--- config.mk ---
export PLATFORM = sky130hd
export DESIGN_NAME = pmx_top
export DESIGN_NICKNAME = d
export VERILOG_FILES = /design/src/rtl/pmx_pkg.sv /design/src/rtl/pmx_top.sv
export VERILOG_INCLUDE_DIRS = /design/src /design/src/rtl
export SDC_FILE = /design/constraint.sdc
export NUM_CORES = 1
export LEC_CHECK = 0
export BUFFER_PORTS_ARGS = -buffer_cell sky130_fd_sc_hd__buf_2
export CORE_AREA = 2 2 193 195
export DETAILED_ROUTE_END_ITERATION = 10
export DIE_AREA = 0 0 195 197
export GPL_ROUTABILITY_DRIVEN = 0
export HOLD_SLACK_MARGIN = 0.02
export PLACE_DENSITY_LB_ADDON = 0.08
export SYNTH_ARGS = -nofsm -noshare
export SYNTH_HDL_FRONTEND = slang
export SYNTH_SLANG_ARGS = --single-unit
--- constraint.sdc ---
create_clock -name clk -period 1.5 [get_ports clk]
set_input_delay 0.3 -clock clk [delete_from_list [all_inputs] [get_ports clk]]
set_output_delay 0.3 -clock clk [all_outputs]
set_load 0.05 [all_outputs]
--- src/rtl/pmx_regs.svh ---
`ifndef PMX_REGS_SVH
`define PMX_REGS_SVH

// register byte offsets
`define PMX_OFS_IO_EN   5'h00
`define PMX_OFS_DIR     5'h04
`define PMX_OFS_PULLDN  5'h08
`define PMX_OFS_DOUT    5'h0C
`define PMX_OFS_PIN     5'h10
`define PMX_OFS_CTRL    5'h14
`define PMX_OFS_PBASE   5'h18
`define PMX_OFS_STAT    5'h1C

// control and status register fields
`define PMX_CTRL_EXT    0
`define PMX_CTRL_DA     1
`define PMX_CTRL_SPACE  2
`define PMX_STAT_STRAP  0
`define PMX_STAT_DONE   1

// power-on defaults per channel
`define PMX_RST_IO_EN   32'hFFFF_FC0F
`define PMX_RST_PULLDN  32'h00C0_0402
`define PMX_RST_DIR     32'h0000_0000
`define PMX_RST_DOUT    32'hFFFF_FFFF
`define PMX_STRAP_CH    32'h2400_0000

// pull options forced in I/O mode
`define PMX_FORCE_UP    32'h0000_03B0
`define PMX_FORCE_DN    32'h0000_0040

// peripheral region indices
`define PMX_REGION7     3'h6
`define PMX_REGION6     3'h5

// strap sampling point after reset release
`define PMX_STRAP_DLY   2'h3

`endif

--- src/rtl/pmx_pkg.sv ---
package pmx_pkg;

  // processor bus side seen by the mux
  typedef struct packed {
    logic [19:0] addr;
    logic        ale;
    logic        cycle;
    logic        is_io;
    logic        ul_cycle;
    logic        hold;
  } pmx_cpu_t;

  typedef struct packed {
    logic [31:0] s1;
    logic [31:0] s2;
    logic [31:0] s3;
    logic [31:0] pin;
    logic [31:0] io_en;
    logic [31:0] dir;
    logic [31:0] pulldn;
    logic [31:0] dout;
    logic        ext;
    logic        da;
    logic        space;
    logic [8:0]  pbase;
    logic [2:0]  st;
    logic        strap_low;
    logic        done;
    logic [1:0]  cnt;
    logic [19:0] la;
    logic        lio;
    logic        wr;
    logic [31:0] rdata;
    logic [31:0] pad_out;
    logic [31:0] pad_oe_n;
    logic [31:0] pu;
    logic [31:0] pd;
    logic        ad_en;
    logic        strap_pu;
    logic        sel7_n;
  } pmx_state_t;

endpackage

--- src/rtl/pmx_top.sv ---
// Chosen here: register access over Avalon-MM and the register offsets.
`include "pmx_regs.svh"
// Summary of operation
// - 32 shared channels, each with own I/O enable and direction; own pull choice on all but channels 4 to 9.
// - pads are sampled through three stages; in I/O mode outputs drive open-drain only.
// - channels 7, 8 and 9 stay in normal function after power-on reset.
// - channels 4, 5 and 6 stay in normal function after power-on reset.
// - channels 1, 10, 22, 23 reset to pull-down inputs; others except normal channels 4 to 9 to pull-up inputs.
// - channels 4, 5, 7, 8, 9 in I/O mode use pull-up.
// - channel 6 in I/O mode uses pull-down.
// - strap low at reset returns channels 26 and 29 to normal function.
// - strap is sampled a fixed short delay after reset release.
// - strap high: address phase on muxed bus follows the disable bit in ul_cycle cycles, else stays on.
// - strap low: muxed bus always carries address and data.
// - strap pin has weak pull-up, released during hold and float test mode.
// - ext bit 0: channel 2 pin outputs latched address bit 2, held in hold.
// - region-7 select goes low for its 256-byte region; high in hold or reset.
// - peripheral selects assert with the muxed address phase.
// - ext bit 0: channel 3 pin outputs latched address bit 1, held in hold.
module pmx_top (
  // clock and reset
  input  wire logic              clk,
  input  wire logic              resetn,
  // avalon-mm slave
  input  wire logic [4:0]        avs_address,
  input  wire logic              avs_read,
  input  wire logic              avs_write,
  input  wire logic [31:0]       avs_writedata,
  input  wire logic [3:0]        avs_byteenable,
  output logic [31:0]            avs_readdata,
  output logic                   avs_waitrequest,
  // shared pads
  input  wire logic [31:0]       pad_in,
  output logic [31:0]            pad_out,
  output logic [31:0]            pad_oe_n,
  output logic [31:0]            pull_up_en,
  output logic [31:0]            pull_dn_en,
  // normal functions of the pads
  input  wire logic [31:0]       func_out,
  input  wire logic [31:0]       func_oe_n,
  output logic [31:0]            func_in,
  // processor bus and modes
  input  wire pmx_pkg::pmx_cpu_t cpu,
  input  wire logic              all_pins_float_test_mode,
  // strap pin and bus control
  input  wire logic              addr_bus_enable_strap,
  output logic                   strap_pull_en,
  output logic                   addr_ad_enable,
  output logic                   periph_region7_select_n
);

  pmx_pkg::pmx_state_t q_q;
  pmx_pkg::pmx_state_t q_d;

  logic [31:0] wmask;
  logic [31:0] fo;
  logic [31:0] foe;
  logic [31:0] pdsel;
  logic        hit7;
  logic        hit6;
  logic        sel6_n;
  logic        rd_req;

  function automatic logic [31:0] merge(input logic [31:0] old,
                                        input logic [31:0] nw,
                                        input logic [31:0] m);
    merge = (old & ~m) | (nw & m);
  endfunction

  function automatic pmx_pkg::pmx_state_t rst_state();
    pmx_pkg::pmx_state_t r;
    r          = '0;
    r.io_en    = `PMX_RST_IO_EN;
    r.pulldn   = `PMX_RST_PULLDN;
    r.dir      = `PMX_RST_DIR;
    r.dout     = `PMX_RST_DOUT;
    r.wr       = 1'b1;
    r.pad_oe_n = 32'hFFFF_FFFF;
    r.ad_en    = 1'b1;
    r.strap_pu = 1'b1;
    r.sel7_n   = 1'b1;
    rst_state  = r;
  endfunction

  genvar gi;
  generate
    for (gi = 0; gi < 4; gi++) begin : g_be
      assign wmask[gi*8 +: 8] = {8{avs_byteenable[gi]}};
    end
  endgenerate

  always_comb begin
    q_d    = q_q;
    rd_req = avs_read & ~avs_write;

    // three stage capture of async pads
    q_d.s1 = pad_in;
    q_d.s2 = q_q.s1;
    q_d.s3 = q_q.s2;
    // a change counts only when stages two and three agree
    q_d.pin = (q_q.pin & (q_q.s2 ^ q_q.s3)) | (q_q.s3 & ~(q_q.s2 ^ q_q.s3));
    q_d.st = {q_q.st[1:0], addr_bus_enable_strap};

    // address latch holds through bus hold
    if (cpu.ale && !cpu.hold) begin
      q_d.la  = cpu.addr;
      q_d.lio = cpu.is_io;
    end

    // selects only qualify during the muxed address phase onward
    hit7 = cpu.cycle && !cpu.hold && !cpu.ale &&
           q_q.la[19:11] == q_q.pbase &&
           q_q.la[10:8] == `PMX_REGION7 && q_q.lio == q_q.space;
    hit6 = cpu.cycle && !cpu.hold && !cpu.ale &&
           q_q.la[19:11] == q_q.pbase &&
           q_q.la[10:8] == `PMX_REGION6 && q_q.lio == q_q.space;
    q_d.sel7_n = ~hit7;
    sel6_n     = ~hit6;

    // normal functions of channels 2 and 3 are built here
    fo     = func_out;
    foe    = func_oe_n;
    fo[2]  = q_q.ext ? ~hit7 : q_q.la[2];
    fo[3]  = q_q.ext ? sel6_n : q_q.la[1];
    foe[2] = 1'b0;
    foe[3] = 1'b0;

    // I/O mode cuts the peripheral off the pad
    q_d.pad_out  = ~q_q.io_en & fo;
    q_d.pad_oe_n = (q_q.io_en & ~(q_q.dir & ~q_q.dout)) |
                   (~q_q.io_en & foe);
    pdsel        = (q_q.pulldn | `PMX_FORCE_DN) & ~`PMX_FORCE_UP;
    q_d.pu       = q_q.io_en & ~pdsel;
    q_d.pd       = q_q.io_en & pdsel;
    q_d.strap_pu = ~(cpu.hold | all_pins_float_test_mode);

    // float test mode releases every pad and pull
    if (all_pins_float_test_mode) begin
      q_d.pad_oe_n = 32'hFFFF_FFFF;
      q_d.pu       = 32'h0000_0000;
      q_d.pd       = 32'h0000_0000;
    end

    // strap low forces address and data on every cycle
    q_d.ad_en = q_q.strap_low | ~(cpu.ul_cycle & q_q.da);

    // one wait cycle per access; answer taken where waitrequest is low
    q_d.wr = 1'b1;
    if ((avs_read || avs_write) && q_q.wr) begin
      q_d.wr = 1'b0;
      if (rd_req) begin
        if (avs_address == `PMX_OFS_IO_EN) begin
          q_d.rdata = q_q.io_en;
        end else if (avs_address == `PMX_OFS_DIR) begin
          q_d.rdata = q_q.dir;
        end else if (avs_address == `PMX_OFS_PULLDN) begin
          q_d.rdata = q_q.pulldn;
        end else if (avs_address == `PMX_OFS_DOUT) begin
          q_d.rdata = q_q.dout;
        end else if (avs_address == `PMX_OFS_PIN) begin
          q_d.rdata = q_q.pin;
        end else if (avs_address == `PMX_OFS_CTRL) begin
          q_d.rdata = {29'h0000_0000, q_q.space, q_q.da, q_q.ext};
        end else if (avs_address == `PMX_OFS_PBASE) begin
          q_d.rdata = {23'h00_0000, q_q.pbase};
        end else if (avs_address == `PMX_OFS_STAT) begin
          q_d.rdata = {30'h0000_0000, q_q.done, q_q.strap_low};
        end else begin
          q_d.rdata = 32'h0000_0000;
        end
      end
    end

    // writes land on the edge that sees waitrequest low
    if (avs_write && !avs_read && !q_q.wr) begin
      if (avs_address == `PMX_OFS_IO_EN) begin
        q_d.io_en = merge(q_q.io_en, avs_writedata, wmask);
      end else if (avs_address == `PMX_OFS_DIR) begin
        q_d.dir = merge(q_q.dir, avs_writedata, wmask);
      end else if (avs_address == `PMX_OFS_PULLDN) begin
        q_d.pulldn = merge(q_q.pulldn, avs_writedata, wmask);
      end else if (avs_address == `PMX_OFS_DOUT) begin
        q_d.dout = merge(q_q.dout, avs_writedata, wmask);
      end else if (avs_address == `PMX_OFS_CTRL) begin
        if (avs_byteenable[0]) begin
          q_d.ext   = avs_writedata[`PMX_CTRL_EXT];
          q_d.da    = avs_writedata[`PMX_CTRL_DA];
          q_d.space = avs_writedata[`PMX_CTRL_SPACE];
        end
      end else if (avs_address == `PMX_OFS_PBASE) begin
        if (avs_byteenable[0]) begin
          q_d.pbase[7:0] = avs_writedata[7:0];
        end
        if (avs_byteenable[1]) begin
          q_d.pbase[8] = avs_writedata[8];
        end
      end
    end

    // strap after the writes so a same-cycle write cannot undo the revert
    if (!q_q.done) begin
      q_d.cnt = q_q.cnt + 2'h1;
      if (q_q.cnt == `PMX_STRAP_DLY) begin
        q_d.done      = 1'b1;
        q_d.strap_low = ~q_q.st[2];
        if (!q_q.st[2]) begin
          q_d.io_en = q_d.io_en & ~`PMX_STRAP_CH;
        end
      end
    end

    if (!resetn) begin
      q_d = rst_state();
    end
  end

  always_ff @(posedge clk) begin
    q_q <= q_d;
  end

  assign avs_readdata            = q_q.rdata;
  assign avs_waitrequest         = q_q.wr;
  assign pad_out                 = q_q.pad_out;
  assign pad_oe_n                = q_q.pad_oe_n;
  assign pull_up_en              = q_q.pu;
  assign pull_dn_en              = q_q.pd;
  assign func_in                 = q_q.pin;
  assign strap_pull_en           = q_q.strap_pu;
  assign addr_ad_enable          = q_q.ad_en;
  assign periph_region7_select_n = q_q.sel7_n;

endmodule

==> results.ini <==
[outcome]
status = complete, no violations

[pwr]
p_seq_share_pct = 45.9
swShare_pct = 23.0
p_int_mw = 20.6
power_density_nw_per_um2 = 1170
power_mw = 26.8
comb_power_share_pct = 8.6
p_clk_share_pct = 45.5
p_leak_nw = 9.71
ir_drop_mv = 0.879
power_switching_mw = 6.17

[synth]
async_flop_share_pct = 0
synth_edf_count = 0
ys_warn_count = 0
netlist_area_um2 = 17900
synth_cell_types = 54
yosys_register_bits = 448
yosysSeqAreaShare_pct = 50.0
avgSynthCellArea_um2 = 8.96
synth-main-ff-cell = dfxtp_1
synthCells = 2002

[critical_path]
path_max_fanout = 8
required_ns = 1.93
crit_type = flop to flop
start_kind = flop
cp.arrival_ns = 1.91
cp-end-kind = flop
reg2reg_depth = 6

[final_layout]
layout.nets = 2511
synthToLayoutAreaGrowth_pct = 27.2
instances_no_fill = 2850
fillers = 3088
drive_gt1_share_pct = 25.3

[route]
drt_iter0_markers = 966
drt_wl_total_um = 50300
wl_per_cell_um = 17.7
final_antenna_net_count = 0
num_vias = 14800
viasPerCell = 5.18
drtPass1Iterations = 5
drc = 0

[clock_tree]
clock_sinks = 448
cts_max_path_buffers = 3
clockRootBuffer = clkbuf_16
clk_pin_slew_ns = 0.06
cts_buffers = 47
worstSkewPairLatency_ns = 0.57
cts_tree = built
h-tree-depth = 2

[grt]
grt_pass1_wl_um = 77800
grt-ovfl-total = 0
antenna_found_initial = 4
grt_max_degree = 97
grtUsageTotal_pct = 25.5
grt_pass1_vias = 14200

[job]
maxCapViolCount = 0

[timing]
fmax_mhz = 674
fin_crit_ns = 1.48
clock_skew_ns = 0.0224
rsz0062_at_grt = yes
slew_viol_final = 0
setup_viol_count_final = 0
period_share_pct = 98.9
hold_viol = 0

[placement]
port_buffers = 347
dp.cells = 2628
hpwl_um = 35100

[floorplan]
fp.dieW_um = 195
core_area_um2 = 36300
die_h_um = 197
rows = 70
dieArea_um2 = 38400
num_io_pins = 364
start_util_pct = 49.5

[worst_hold_path]
hold_path_depth = 3
hp-class = primary input to flop

[stage by stage]
stage / setup TNS, ns / cell area, um2 / hold slack, ns / worst slack [ns] / util (%)
2_1_floorplan: -1.19 / 18000 / 0.396 / -0.0564 / -
3_3_place_gp: -18.37 / 19500 / 0.414 / -0.231 / 53.8
3_5_place_dp: -24.55 / 19500 / 0.418 / -0.270 / 53.8
4_1_cts: 0 / 22700 / 0.0276 / 0.00118 / 62.7
5_1_grt: -0.340 / 22800 / 0.0408 / -0.0403 / 63.0
6_report: 0 / 22800 / 0.0457 / 0.0165 / 63.0
[critical path: stages (launching register included)]
cell	delay (ns)
dfxtp_4	0.37
nor4bb_4	0.41
buf_4	0.20
nand3_2	0.07
buf_6	0.16
nand2_1	0.07
nand3_1	0.07
[worst paths after layout]
kind | start | to | slack (ns)
min | avs_writedata[3] | flop | 0.05
max | avs_waitrequest | flop | 0.02
min reg2reg | q_q[445] | q_q[413] | 0.43
max reg2reg | avs_waitrequest | flop | 0.02
[cell usage in the layout (no fill, tap or decap), drive strengths merged, types with 3 or more instances in the layout]
| cell type | netlist | final |
|---|---|---|
| and2 | 109 | 109 |
| and4bb | 3 | 3 |
| nand2b | 12 | 12 |
| a22oi | 8 | 8 |
| nand3 | 164 | 164 |
| nor3 | 3 | 3 |
| mux2i | 53 | 53 |
| and3 | 29 | 29 |
| inv | 6 | 7 |
| nand3b | 47 | 47 |
| conb | 1 | 6 |
| o22a | 8 | 8 |
| dlygate4sd3 | 0 | 133 |
| o21ai | 109 | 109 |
| o21a | 9 | 9 |
| nor2b | 17 | 17 |
| nand2 | 331 | 331 |
| diode | 0 | 4 |
| o21bai | 14 | 14 |
| a21oi | 43 | 43 |
| a21boi | 122 | 122 |
| clkbuf | 76 | 74 |
| a31oi | 28 | 28 |
| dfxtp | 448 | 448 |
| clkinv | 0 | 12 |
| buf | 237 | 457 |
| bufinv | 0 | 7 |
| nor2 | 77 | 77 |
| a222oi | 6 | 6 |
| a311o | 4 | 4 |
| xnor2 | 11 | 11 |
[cells in the mapped netlist (29+ instances only)]
cell type / n / area share [%]
dfxtp_1: 448 / 50
nand2_1: 331 / 6.9
buf_4: 201 / 8.4
nand3_1: 162 / 4.5
a21boi_0: 114 / 4.8
and2_1: 109 / 3.8
o21ai_0: 109 / 3.0
nor2_1: 77 / 1.6
clkbuf_1: 75 / 1.6
mux2i_1: 53 / 3.0
nand3b_1: 47 / 2.0
a21oi_1: 43 / 1.2
buf_2: 30 / 0.84
and3_1: 29 / 1.0
[repair_timing]
action | in CTS | in global routing
setup endpoints to repair | 54 | 52
hold endpoints to repair | 156 | 0
pin swaps | 1 | 1
hold buffers | 133 | 0
resized for setup | 107 | 33
buffers inserted | 0 | 1
[logic make-up after synthesis]
group	Yosys count	synth area share (%)
AND/OR/NAND/NOR	806	22.1
flip-flops	448	50.0
AO/OA/AOI/OAI	361	13.1
buffers and inverters	319	11.2
multiplexers	55	3.08
XOR/XNOR	11	0.537
adder cells (fa/ha/maj)	1	0.0697
other	1	0.0209
[power groups by stage]
stage                     clock network (mW)  registers (mW)  logic (mW)
after floorplan                            0            12.5        1.36
after global placement                     0            12.6        1.96
after detailed placement                   0            12.6        1.98
after CTS                               12.4            12.3        2.28
after global routing                    12.9            12.3        2.47
final                                   12.2            12.3        2.30
[final cells by class]
type                            instances  area, um2  area share (%)
Clock buffer                           65       1350            5.89
Multi-Input combinational cell       1240       7060            30.9
Sequential cell                       448       9020            39.5
Inverter                                6       22.5          0.0986
Tap cell                              468        586            2.56
Clock inverter                         20        290            1.27
Timing Repair Buffer                  599       4510            19.7
Antenna cell                            4       10.0          0.0438
[per-layer routing]
layer / wire length (um) / track usage [%] / up-vias
met5: 0 / 0 / -
met3: 3830 / 5.54 / 70
li1: - / - / 7246
met1: 23100 / 35.3 / 6917
met4: 951 / 7.18 / 0
met2: 22400 / 40.2 / 536
(Power assumes the default switching activity.)
